### config.mk
export PLATFORM = sky130hd
export DESIGN_NAME = ssc_top
export DESIGN_NICKNAME = d
export VERILOG_FILES = /design/src/verilog/ssc_sync.v /design/src/verilog/ssc_clkgen.v /design/src/verilog/ssc_top.v
export VERILOG_INCLUDE_DIRS = /design/src /design/src/pkg
export SDC_FILE = /design/constraint.sdc
export NUM_CORES = 1
export LEC_CHECK = 0
export CAP_MARGIN = 20
export CORE_ASPECT_RATIO = 2
export CORE_MARGIN = 2
export CORE_UTILIZATION = 30
export CTS_CLUSTER_SIZE = 16
export DETAILED_ROUTE_END_ITERATION = 12
export DONT_BUFFER_PORTS = 1
export GPL_ROUTABILITY_DRIVEN = 0
export PLACE_DENSITY_LB_ADDON = 0.05
export SYNTH_ARGS = -nofsm -noshare
export SYNTH_HDL_FRONTEND = slang
export SYNTH_HIERARCHICAL = 1
export SYNTH_SLANG_ARGS = --single-unit
### constraint.sdc
create_clock -name clk_i -period 2.62 [get_ports clk_i]
set_clock_uncertainty 0.2 [all_clocks]
set_input_delay 0.393 -clock clk_i [delete_from_list [all_inputs] [get_ports clk_i]]
set_output_delay 0.393 -clock clk_i [all_outputs]
set_load 0.05 [all_outputs]
### src/pkg/ssc_defs.vh
// Constants shared by the serial control and status block
`ifndef SSC_DEFS_VH
`define SSC_DEFS_VH

// ----------------------------------------
// Register addresses
// ----------------------------------------
`define SSC_ADDR_CTRL 8'h1F
`define SSC_ADDR_STAT 8'h20
`define SSC_ADDR_BUF 8'h21

// ----------------------------------------
// Control register fields
// ----------------------------------------
`define SSC_CR_EDG 7
`define SSC_CR_CKS_HI 6
`define SSC_CR_CKS_LO 4
`define SSC_CR_DIR 3
`define SSC_CR_START 2
`define SSC_CR_MODE_HI 1
`define SSC_CR_MODE_LO 0

// ----------------------------------------
// Status register fields
// ----------------------------------------
`define SSC_SR_XFER 7
`define SSC_SR_SHIFT 6
`define SSC_SR_OVR 5
`define SSC_SR_RXDONE 4
`define SSC_SR_UNDR 3
`define SSC_SR_TBFULL 2
`define SSC_SR_ZERO 2'h0

// ----------------------------------------
// Modes and clock codes
// ----------------------------------------
`define SSC_MODE_STOP 2'h0
`define SSC_MODE_TX 2'h1
`define SSC_MODE_RX 2'h2
`define SSC_MODE_TRX 2'h3
`define SSC_MODE_TX_BIT 0
`define SSC_MODE_RX_BIT 1
`define SSC_CKS_D512 3'h0
`define SSC_CKS_D64 3'h1
`define SSC_CKS_D32 3'h2
`define SSC_CKS_D16 3'h3
`define SSC_CKS_D8 3'h4
`define SSC_CKS_D4 3'h5
`define SSC_CKS_D2 3'h6
`define SSC_CKS_EXT 3'h7
`define SSC_CKS_SLOW 3'h6

// ----------------------------------------
// Half periods of the serial clock in clock cycles
// ----------------------------------------
`define SSC_HALF_D512 9'h100
`define SSC_HALF_D64 9'h020
`define SSC_HALF_D32 9'h010
`define SSC_HALF_D16 9'h008
`define SSC_HALF_D8 9'h004
`define SSC_HALF_D4 9'h002
`define SSC_HALF_D2 9'h001
`define SSC_HALF_SLOW 9'h004

// ----------------------------------------
// Byte framing and reset values
// ----------------------------------------
`define SSC_LAST_BIT 3'h7
`define SSC_FIRST_BIT 3'h0
`define SSC_BYTE_ZERO 8'h00

`endif

### src/verilog/ssc_sync.v
// Three-stage pin synchroniser with agreement filter and edge pulses
`timescale 1ns/10ps
`default_nettype none

module ssc_sync
(
    // Clock and reset
    input wire clk_i,
    input wire nrst_i,
    // Pin and filtered result
    input wire d_i,
    output reg level_o,
    output reg rise_o,
    output reg fall_o
);

reg ff1;
reg ff2;
reg ff3;

// ----------------------------------------
// Capture and agreement
// ----------------------------------------
always @(posedge clk_i)
begin
    if (!nrst_i)
    begin
        ff1 <= 1'b0;
        ff2 <= 1'b0;
        ff3 <= 1'b0;
        level_o <= 1'b0;
        rise_o <= 1'b0;
        fall_o <= 1'b0;
    end
    else
    begin
        ff1 <= d_i;
        ff2 <= ff1;
        ff3 <= ff2;
        rise_o <= 1'b0;
        fall_o <= 1'b0;
        if ((ff2 == ff3) && (ff3 != level_o))
        begin
            level_o <= ff3;
            rise_o <= ff3;
            fall_o <= ~ff3;
        end
    end
end

endmodule // ssc_sync
`default_nettype wire

### src/verilog/ssc_clkgen.v
// Internal serial clock divider with edge pulses
`timescale 1ns/10ps
`default_nettype none
`include "ssc_defs.vh"

module ssc_clkgen
(
    // Clock and reset
    input wire clk_i,
    input wire nrst_i,
    // Control
    input wire run_i,
    input wire [2:0] cks_i,
    input wire slow_i,
    input wire idle_i,
    // Serial clock and edges
    output reg sclk_o,
    output reg rise_o,
    output reg fall_o
);

reg [8:0] cnt;
wire [8:0] half;

// ----------------------------------------
// Half period lookup
// ----------------------------------------
function [8:0] half_of;
    input [2:0] code;
    input slow;
    begin
        if (slow)
            half_of = `SSC_HALF_SLOW;
        else
        begin
            case (code)
                `SSC_CKS_D512: half_of = `SSC_HALF_D512;
                `SSC_CKS_D64: half_of = `SSC_HALF_D64;
                `SSC_CKS_D32: half_of = `SSC_HALF_D32;
                `SSC_CKS_D16: half_of = `SSC_HALF_D16;
                `SSC_CKS_D8: half_of = `SSC_HALF_D8;
                `SSC_CKS_D4: half_of = `SSC_HALF_D4;
                default: half_of = `SSC_HALF_D2;
            endcase
        end
    end
endfunction

assign half = half_of(cks_i, slow_i);

// ----------------------------------------
// Divider
// ----------------------------------------
always @(posedge clk_i)
begin
    if (!nrst_i)
    begin
        cnt <= 9'h000;
        sclk_o <= 1'b1;
        rise_o <= 1'b0;
        fall_o <= 1'b0;
    end
    else
    begin
        rise_o <= 1'b0;
        fall_o <= 1'b0;
        if (!run_i)
        begin
            cnt <= 9'h000;
            sclk_o <= idle_i;
        end
        else if (cnt == (half - 9'h001))
        begin
            cnt <= 9'h000;
            sclk_o <= ~sclk_o;
            rise_o <= ~sclk_o;
            fall_o <= sclk_o;
        end
        else
            cnt <= cnt + 9'h001;
    end
end

endmodule // ssc_clkgen
`default_nettype wire

### src/verilog/ssc_top.v
// Control, status and byte engine of the clock-synchronous serial interface
//
// Implementation choice: strobed register access.
`timescale 1ns/10ps
`default_nettype none
`include "ssc_defs.vh"

module ssc_top
(
    // Clock and reset
    input wire clk_i,
    input wire nrst_i,
    // Register port
    input wire [7:0] addr_i,
    input wire [7:0] wdata_i,
    input wire wr_i,
    input wire rd_i,
    output reg [7:0] rdata_o,
    // Power mode inputs
    input wire deep_lp_i,
    input wire slow_mode_i,
    // Serial pins
    input wire sclk_i,
    output wire sclk_o,
    output reg sclk_oe_o,
    input wire sdi_i,
    output reg sdo_o,
    // Interface interrupt request
    output reg irq_o
);

// ----------------------------------------
// Declarations
// ----------------------------------------
reg edg;
reg [2:0] cks;
reg dir;
reg start;
reg [1:0] mode;
reg xfer;
reg shifting;
reg receive_overrun_flag;
reg receive_complete_flag;
reg transmit_underrun_flag;
reg transmit_buffer_full;
reg [7:0] txbuf;
reg [7:0] rxbuf;
reg [7:0] shreg;
reg [7:0] rxsh;
reg [2:0] bitcnt;
reg [7:0] next_rdata;
wire wr_ctrl;
wire wr_buf;
wire rd_stat;
wire rd_buf;
wire [1:0] w_mode;
wire w_start;
wire forced_stop;
wire start_go;
wire int_clk;
wire clk_ok;
wire run;
wire c_rise;
wire c_fall;
wire x_rise;
wire x_fall;
wire sdi_s;
wire e_rise;
wire e_fall;
wire drive_ev;
wire samp_ev;
wire tx_mode;
wire rx_mode;
wire [7:0] next_rxsh;
wire [7:0] ctrl_word;
wire [7:0] stat_word;

// ----------------------------------------
// Helpers
// ----------------------------------------
function tx_bit;
    input [7:0] d;
    input [2:0] idx;
    input msb;
    begin
        if (msb)
            tx_bit = d[`SSC_LAST_BIT - idx];
        else
            tx_bit = d[idx];
    end
endfunction

function match;
    input [7:0] a;
    input [7:0] b;
    begin
        match = (a == b);
    end
endfunction

// ----------------------------------------
// Register decode
// ----------------------------------------
assign wr_ctrl = wr_i && match(addr_i, `SSC_ADDR_CTRL);
assign wr_buf = wr_i && match(addr_i, `SSC_ADDR_BUF);
assign rd_stat = rd_i && match(addr_i, `SSC_ADDR_STAT);
assign rd_buf = rd_i && match(addr_i, `SSC_ADDR_BUF);
assign w_mode = wdata_i[`SSC_CR_MODE_HI:`SSC_CR_MODE_LO];
assign w_start = wdata_i[`SSC_CR_START];

// Stop by write of mode 00 or by deep low power entry
assign forced_stop = (wr_ctrl && (w_mode == `SSC_MODE_STOP)) || deep_lp_i;

// Start on a 0 to 1 change with a non-stop mode
assign start_go = wr_ctrl && !xfer && !start && w_start && (w_mode != `SSC_MODE_STOP) && !deep_lp_i;

assign tx_mode = mode[`SSC_MODE_TX_BIT];
assign rx_mode = mode[`SSC_MODE_RX_BIT];

// ----------------------------------------
// Control register
// ----------------------------------------
always @(posedge clk_i)
begin
    if (!nrst_i)
    begin
        edg <= 1'b0;
        cks <= `SSC_CKS_D512;
        dir <= 1'b0;
        start <= 1'b0;
        mode <= `SSC_MODE_STOP;
    end
    else if (deep_lp_i)
    begin
        // Settings other than mode and start are kept
        mode <= `SSC_MODE_STOP;
        start <= 1'b0;
    end
    else if (wr_ctrl)
    begin
        if (!xfer)
        begin
            edg <= wdata_i[`SSC_CR_EDG];
            cks <= wdata_i[`SSC_CR_CKS_HI:`SSC_CR_CKS_LO];
            dir <= wdata_i[`SSC_CR_DIR];
            mode <= w_mode;
            start <= w_start && (w_mode != `SSC_MODE_STOP);
        end
        else if (w_mode == `SSC_MODE_STOP)
        begin
            mode <= `SSC_MODE_STOP;
            start <= 1'b0;
        end
        else if (!w_start)
            start <= 1'b0;
    end
end

// ----------------------------------------
// Serial clock sources
// ----------------------------------------
assign int_clk = (cks != `SSC_CKS_EXT);
assign clk_ok = !slow_mode_i || (cks == `SSC_CKS_SLOW);
assign run = xfer && shifting && int_clk && clk_ok;

ssc_clkgen u_clkgen
(
    .clk_i(clk_i),
    .nrst_i(nrst_i),
    .run_i(run),
    .cks_i(cks),
    .slow_i(slow_mode_i),
    .idle_i(start_go ? ~wdata_i[`SSC_CR_EDG] : ~edg),
    .sclk_o(sclk_o),
    .rise_o(c_rise),
    .fall_o(c_fall)
);

ssc_sync u_sync_sclk
(
    .clk_i(clk_i),
    .nrst_i(nrst_i),
    .d_i(sclk_i),
    .level_o(),
    .rise_o(x_rise),
    .fall_o(x_fall)
);

ssc_sync u_sync_sdi
(
    .clk_i(clk_i),
    .nrst_i(nrst_i),
    .d_i(sdi_i),
    .level_o(sdi_s),
    .rise_o(),
    .fall_o()
);

assign e_rise = int_clk ? c_rise : x_rise;
assign e_fall = int_clk ? c_fall : x_fall;

// Drive and sample edges swap with the edge bit
assign drive_ev = xfer && shifting && clk_ok && (edg ? e_rise : e_fall);
assign samp_ev = xfer && shifting && clk_ok && (edg ? e_fall : e_rise);

// Receive shifter in the selected bit order
assign next_rxsh = dir ? {rxsh[6:0], sdi_s} : {sdi_s, rxsh[7:1]};

// ----------------------------------------
// Byte engine and status flags
// ----------------------------------------
always @(posedge clk_i)
begin
    if (!nrst_i)
    begin
        xfer <= 1'b0;
        shifting <= 1'b0;
        receive_overrun_flag <= 1'b0;
        receive_complete_flag <= 1'b0;
        transmit_underrun_flag <= 1'b0;
        transmit_buffer_full <= 1'b0;
        txbuf <= `SSC_BYTE_ZERO;
        rxbuf <= `SSC_BYTE_ZERO;
        shreg <= `SSC_BYTE_ZERO;
        rxsh <= `SSC_BYTE_ZERO;
        bitcnt <= `SSC_FIRST_BIT;
        sdo_o <= 1'b0;
        irq_o <= 1'b0;
    end
    else
    begin
        irq_o <= 1'b0;
        // Clears first so that a later set in this cycle wins
        if (rd_stat)
        begin
            receive_overrun_flag <= 1'b0;
            transmit_underrun_flag <= 1'b0;
        end
        if (rd_buf)
            receive_complete_flag <= 1'b0;
        if (wr_buf)
        begin
            if (xfer && !shifting && tx_mode && start)
            begin
                // Empty shifter takes the byte at once
                shreg <= wdata_i;
                shifting <= 1'b1;
                bitcnt <= `SSC_FIRST_BIT;
            end
            else
            begin
                txbuf <= wdata_i;
                transmit_buffer_full <= xfer;
            end
        end
        if (forced_stop)
        begin
            xfer <= 1'b0;
            shifting <= 1'b0;
            receive_overrun_flag <= 1'b0;
            receive_complete_flag <= 1'b0;
            transmit_underrun_flag <= 1'b0;
            transmit_buffer_full <= 1'b0;
            bitcnt <= `SSC_FIRST_BIT;
        end
        else if (start_go)
        begin
            xfer <= 1'b1;
            shifting <= 1'b1;
            irq_o <= 1'b1;
            shreg <= txbuf;
            transmit_buffer_full <= 1'b0;
            bitcnt <= `SSC_FIRST_BIT;
        end
        else if (xfer)
        begin
            if (drive_ev && tx_mode)
                sdo_o <= tx_bit(shreg, bitcnt, dir);
            if (samp_ev)
            begin
                if (rx_mode)
                    rxsh <= next_rxsh;
                bitcnt <= bitcnt + 3'h1;
                if (bitcnt == `SSC_LAST_BIT)
                begin
                    shifting <= 1'b0;
                    bitcnt <= `SSC_FIRST_BIT;
                    irq_o <= 1'b1;
                    if (rx_mode)
                    begin
                        rxbuf <= next_rxsh;
                        receive_complete_flag <= 1'b1;
                        if (receive_complete_flag && !rd_buf)
                            receive_overrun_flag <= 1'b1;
                    end
                    if (!start)
                        xfer <= 1'b0;
                    else if (tx_mode)
                    begin
                        if (transmit_buffer_full)
                        begin
                            shreg <= txbuf;
                            transmit_buffer_full <= wr_buf;
                            shifting <= 1'b1;
                        end
                        else
                            transmit_underrun_flag <= 1'b1;
                    end
                    else
                        shifting <= 1'b1;
                end
            end
            else if (!start && !shifting)
                xfer <= 1'b0;
        end
    end
end

// ----------------------------------------
// Read data
// ----------------------------------------
assign ctrl_word = {edg, cks, dir, start, mode};
assign stat_word = {xfer, shifting, receive_overrun_flag, receive_complete_flag, transmit_underrun_flag, transmit_buffer_full, `SSC_SR_ZERO};

always @*
begin
    next_rdata = `SSC_BYTE_ZERO;
    if (rd_i)
    begin
        if (match(addr_i, `SSC_ADDR_CTRL))
            next_rdata = ctrl_word;
        else if (match(addr_i, `SSC_ADDR_STAT))
            next_rdata = stat_word;
        else if (match(addr_i, `SSC_ADDR_BUF))
            next_rdata = rxbuf;
    end
end

always @(posedge clk_i)
begin
    if (!nrst_i)
    begin
        rdata_o <= `SSC_BYTE_ZERO;
        sclk_oe_o <= 1'b0;
    end
    else
    begin
        rdata_o <= next_rdata;
        sclk_oe_o <= int_clk;
    end
end

endmodule // ssc_top
`default_nettype wire

# Word level (Yosys, flattened, before mapping)

Index checks and enable logic that the tools add are counted.

Bits in registers: 82
Latch bits: 0
RAM bits: 0
Bits in read-only memories: 0
Input port bits: 24
Output and inout bits: 12
Logic and storage cells: 206
Memories kept: 0

Add/subtract/negate cells: 4
$mul: 0
Div/mod/pow operators: 0
$lt $le $gt $ge: 2
Eq/ne operators: 19
Shift-type cells: 0
Muxes and demuxes: 86
Bitwise operators: 11
Reductions and logical operators: 50

Operators with widths:

| operator                                            | count |
|---|---|
| 2-to-1 mux 8 bit                                    | 14 |
| 2-to-1 mux 1 bit                                    | 61 |
| case mux 9 bit (6 select lines)                     | 1 |
| logical AND 1 bit                                   | 25 |
| equality test 8 x 6 -> 1 bit, second input constant | 2 |
| 2-to-1 mux 3 bit                                    | 5 |
| equality test 3 bit, second input constant          | 4 |
| inverter 1 bit                                      | 11 |
| AND reduction 2 bit                                 | 5 |
| adder 9 x 1 -> 9 bit, second input constant         | 1 |
| equality test 9 bit                                 | 1 |
| 2-to-1 mux 9 bit                                    | 1 |
| subtractor 9 x 1 -> 9 bit, second input constant    | 1 |
| equality test 8 x 5 -> 1 bit, second input constant | 1 |
| < comparator 3 x 4 -> 1 bit, second input constant  | 2 |
| binary-select mux 1 bit (select 3 bit)              | 2 |
| equality test 3 x 2 -> 1 bit, second input constant | 2 |
| logical NOT 1 bit                                   | 6 |
| AND reduction 3 bit                                 | 2 |
| AND reduction 6 bit                                 | 1 |
| OR reduction 3 bit                                  | 2 |
| AND reduction 5 bit                                 | 1 |
| 2-to-1 mux 2 bit                                    | 2 |
| AND reduction 4 bit                                 | 1 |
| 14 further kinds                                    | 18 |

# Depth between registers and ports, before layout

Word-level depth: 14
Gate-level depth with buffers: 12
Depth with buffers taken out: 9

# Cells and area by module

Netlist, hierarchy kept.

Modules (own cells, without submodules):

| module     | instances | cells an instance | area an instance (µm²) | seq. area each (µm²) |
|---|---|---|---|---|
| ssc_top    | 1         | 307               | 2974.1                 | 1201.2 |
| ssc_clkgen | 1         | 96                | 804.5                  | 240.2 |
| ssc_sync   | 2         | 15                | 175.2                  | 120.1 |

# Worst setup path after synthesis

No wires, ideal clock.

Kind: register -> register
From: register cks[2]
To: register u_clkgen.rise_o
Library setup time: 0.076 ns
Arrival time: 2.254 ns
Data required time: 2.344 ns
Setup slack: 0.090 ns
Cell stages (with the launch flop): 12
Buffers on the path: 3
Clock period less this slack: 2.530 ns
Cell sequence: dfxtp_1 > buf_2 > nor2b_1 > nand2_1 > ha_1 > clkbuf_2 > xor2_1 > xnor2_1 > a311oi_1 > and3_1 > buf_6 > nor3b_2

Longest elaborated chain between the ends: 6
Elaborated cells between the ends (all ways): 16
Classes of those cells: add/sub (1); eq/ne (8); mux (2); reduce/logical (5)

RTL lines:

| element                                     | line            | RTL |
|---|---|---|
| from (decl)                                 | ssc_top.v:36    | `reg [2:0] cks;` |
| from (signal assigned)                      | ssc_top.v:128   | `` cks <= `SSC_CKS_D512; `` |
| from (signal assigned)                      | ssc_top.v:144   | `` cks <= wdata_i[`SSC_CR_CKS_HI:`SSC_CR_CKS_LO]; `` |
| equality test 3 bit (tied with other cells) | ssc_clkgen.v:36 | `case (code)` |
| case mux 9 bit (6 select lines)             | ssc_clkgen.v:36 |  |
| 2-to-1 mux 9 bit                            | ssc_clkgen.v:32 | `if (slow)` |
| subtractor 9 x 1 -> 9 bit                   | ssc_clkgen.v:72 | `else if (cnt == (half - 9'h001))` |
| equality test 9 bit                         | ssc_clkgen.v:72 |  |
| AND reduction 3 bit (no source line) (*)    | -               |  |
| to (signal assigned)                        | ssc_clkgen.v:76 | `rise_o <= ~sclk_o;` |
| to (decl)                                   | ssc_clkgen.v:18 | `output reg rise_o,` |

Mark *: on every way between the ends. The rest lies on a longest branch, timed or not.
A chain may end at the register's enable or synchronous reset.

# Worst setup path after layout

From: register cks[2]
To: register u_clkgen.cnt[3]

Longest elaborated chain between the ends: 6
Elaborated cells between the ends (all ways): 17
Classes of those cells: add/sub (1); eq/ne (8); mux (2); bitwise (1); reduce/logical (5)

RTL lines:

| element                                     | line            | RTL |
|---|---|---|
| equality test 3 bit (tied with other cells) | ssc_clkgen.v:36 |  |
| case mux 9 bit (6 select lines)             | ssc_clkgen.v:36 |  |
| 2-to-1 mux 9 bit                            | ssc_clkgen.v:32 |  |
| subtractor 9 x 1 -> 9 bit                   | ssc_clkgen.v:72 |  |
| equality test 9 bit                         | ssc_clkgen.v:72 |  |
| OR reduction 3 bit (no source line) (*)     | -               |  |
| to (signal assigned)                        | ssc_clkgen.v:80 | `cnt <= cnt + 9'h001;` |
| to (decl)                                   | ssc_clkgen.v:22 | `reg [8:0] cnt;` |

Marks and branches as above.

==> results.py <==
metrics = {
    "status": {
        "outcome": "completed",
    },
    "cts": {
        "clock_latency_ns": 0.34,
        "htree_levels": 3,
        "cts_root_buffer": "clkbuf_16",
        "clk_pin_slew_ns": 0.07,
        "cts_max_path_buffers": 2,
        "cts_buffers": 9,
        "clock_sinks": 82,
        "cts_tree": "done",
    },
    "worst_setup_path": {
        "r2r_setup_slack_ns": 0.19,
        "r2r_start": "cks[2]",
        "arrival_ns": 2.46,
        "end_kind": "flip-flop",
        "cp-start-kind": "flip-flop",
        "critPathCapture": "u_clkgen/cnt[3]",
        "crit_path_max_fanout": 9,
        "path_class": "flip-flop to flip-flop",
        "timing.rr.end": "u_clkgen/cnt[3]",
        "rr_worst_depth": 9,
        "cp-startpoint": "cks[2]",
        "required_ns": 2.65,
    },
    "pwr": {
        "power_density_nw_per_um2": 537.2,
        "ir_drop_uv": 284.9,
        "leakage_nw": 1.686,
    },
    "final_layout": {
        "seq_area_sq_um": 1644,
        "stdcell_area_sq_um": 4763,
        "drive_gt1_frac": 0.1991,
        "fin_util": 0.3565,
        "antenna_cells": 0,
        "multi_input_comb_area_sq_um": 2325,
        "fillers": 1410,
        "area_delta_synth_final_pct": 16.89,
        "nets": 480,
    },
    "detailed_routing": {
        "routed-via-count": 3280,
        "drtAntennaViolNets": 0,
        "wirelength_mm": 11.68,
        "via_per_inst": 5.359,
        "drc": 0,
        "drtPass1Iterations": 5,
        "dr.first_iter.drc_count": 117,
        "wl_per_cell_microns": 19.09,
    },
    "timing": {
        "rsz0062_at_grt": "false",
        "finalSetupTns_ns": 0,
        "tightest_slew_ns": 0.8877,
        "setup_violations": 0,
        "hold_viol_final": 0,
        "min_period_ns": 2.429,
        "slew_headroom": 0.4075,
        "timing.fmax_ghz": 0.4117,
        "slew_violations": 0,
        "finalCritPeriodShare": 0.9270,
    },
    "global_route": {
        "antenna_found_initial": 0,
        "grt_pass1_wl_mm": 18.39,
        "grt_pass1_vias": 3271,
        "track_usage": 0.1670,
        "grt_max_degree": 23,
        "grt-ovfl-total": 0,
    },
    "synth": {
        "mappedNetlistArea_sq_um": 4075,
        "syn-num-nets": 457,
        "yosys_warnings": 6,
        "avgSynthCellArea_sq_um": 9.499,
        "syn_inst": 429,
    },
    "placement": {
        "placed_area_sq_um": 4312,
        "hpwl_mm": 8.315,
        "port_buffers": 0,
    },
    "worst_hold_path": {
        "min_path_type": "primary input to flip-flop",
    },
    "die": {
        "rows": 60,
        "initial_core_util": 0.3050,
        "coreArea_sq_um": 13360,
        "die_area_sq_um": 14590,
        "die_x_microns": 86.42,
        "die_height_microns": 168.8,
        "io_pins": 36,
    },
    "run": {
        "maxCapViolCount": 0,
    },
}
[worst max-delay path, stage by stage, from the launching register on]
cell and delay (ns):
dfxtp_1 0.34, nor2b_1 0.17, nand3_1 0.10, ha_2 0.34, xor2_1 0.16, o2111ai_1 0.15
a311oi_2 0.38, and3_4 0.24, buf_4 0.16, nor3_1 0.06
[per-stage QoR]
| stage | hold slack, ns | std cells | total power (W) | setup slack, ns |
|---|---|---|---|---|
| 2_1_floorplan | 0.2263 | 429 | 0.001331 | 0.08975 |
| 3_3_place_gp | 0.2286 | 583 | 0.001335 | 0.06586 |
| 3_5_place_dp | 0.2343 | 583 | 0.001335 | -0.03336 |
| 4_1_cts | 0.0004515 | 611 | 0.002603 | 0.03261 |
| 5_1_grt | 0.01779 | 612 | 0.002657 | 0.005802 |
| 6_report | 0.01301 | 612 | 0.002559 | 0.1912 |
[sequential cells by signal (all words and copies together) (netlist names), 2 cells and up]
register,flops
u_clkgen/cnt,9
rdata_o,8
rxbuf,8
rxsh,8
shreg,8
txbuf,8
bitcnt,3
cks,3
mode,2
[where the power goes]
part | internal (W) | switching (W) | leakage, nW | total, W
combinational | 0.0000319 | 0.0000410 | 0.886 | 0.0000729
sequential | 0.00125 | 0.00000557 | 0.663 | 0.00126
clock | 0.000659 | 0.000570 | 0.137 | 0.00123
total | 0.00194 | 0.000617 | 1.69 | 0.00256
[layout make-up]
cell class | count | share of cell area
Clock buffer | 9 | 0.04728
Sequential cell | 82 | 0.3452
Inverter | 6 | 0.004728
Tap cell | 155 | 0.04071
Multi-Input combinational cell | 318 | 0.4880
Clock inverter | 7 | 0.01261
Timing Repair Buffer | 35 | 0.06147
[what timing repair did]
| item | in CTS | in global routing |
|---|---|---|
| pin swaps | 0 | 1 |
| endpoints found under the hold margin | 29 | 0 |
| hold buffers | 12 | 0 |
| buffers inserted | 0 | 1 |
| cloned | 0 | 0 |
| endpoints found under the setup margin | 9 | 15 |
| gates resized for setup | 1 | 7 |
[how the worst min path moves through the flow]
stage                          from              end  slack [ns]  depth (start not counted)
global route                 nrst_i        sclk_oe_o        0.02                          1
floorplan           u_sync_sclk/ff1  u_sync_sclk/ff2        0.23                          1
CTS                      wdata_i[4]           cks[0]      0.0005                          2
finish                   wdata_i[1]          mode[1]        0.01                          2
detailed placement  u_sync_sclk/ff1  u_sync_sclk/ff2        0.23                          1
global placement     u_sync_sdi/ff1   u_sync_sdi/ff2        0.23                          1
[cell usage in the layout (no fill, tap or decap), types with 6 or more instances in the layout]
master / count
a211oi_2: 8
a21oi_1: 28
a22oi_1: 10
a31oi_1: 6
and2_1: 6
buf_4: 23
clkbuf_16: 9
dfxtp_1: 80
dlygate4sd3_1: 12
mux2_2: 8
mux2i_1: 44
mux4_2: 6
nand2_1: 48
nand2b_1: 9
nand3_1: 14
nor2_1: 30
nor3_1: 12
xnor2_1: 6
[routing by layer]
metal	vias up	GRT usage	wire length [microns]
li1	1601	-	-
met1	1584	0.1790	4432
met2	75	0.3064	6459
met3	20	0.03169	414
met4	0	0.07677	374
met5	-	0	0
Power figures use the tool's default switching activity.
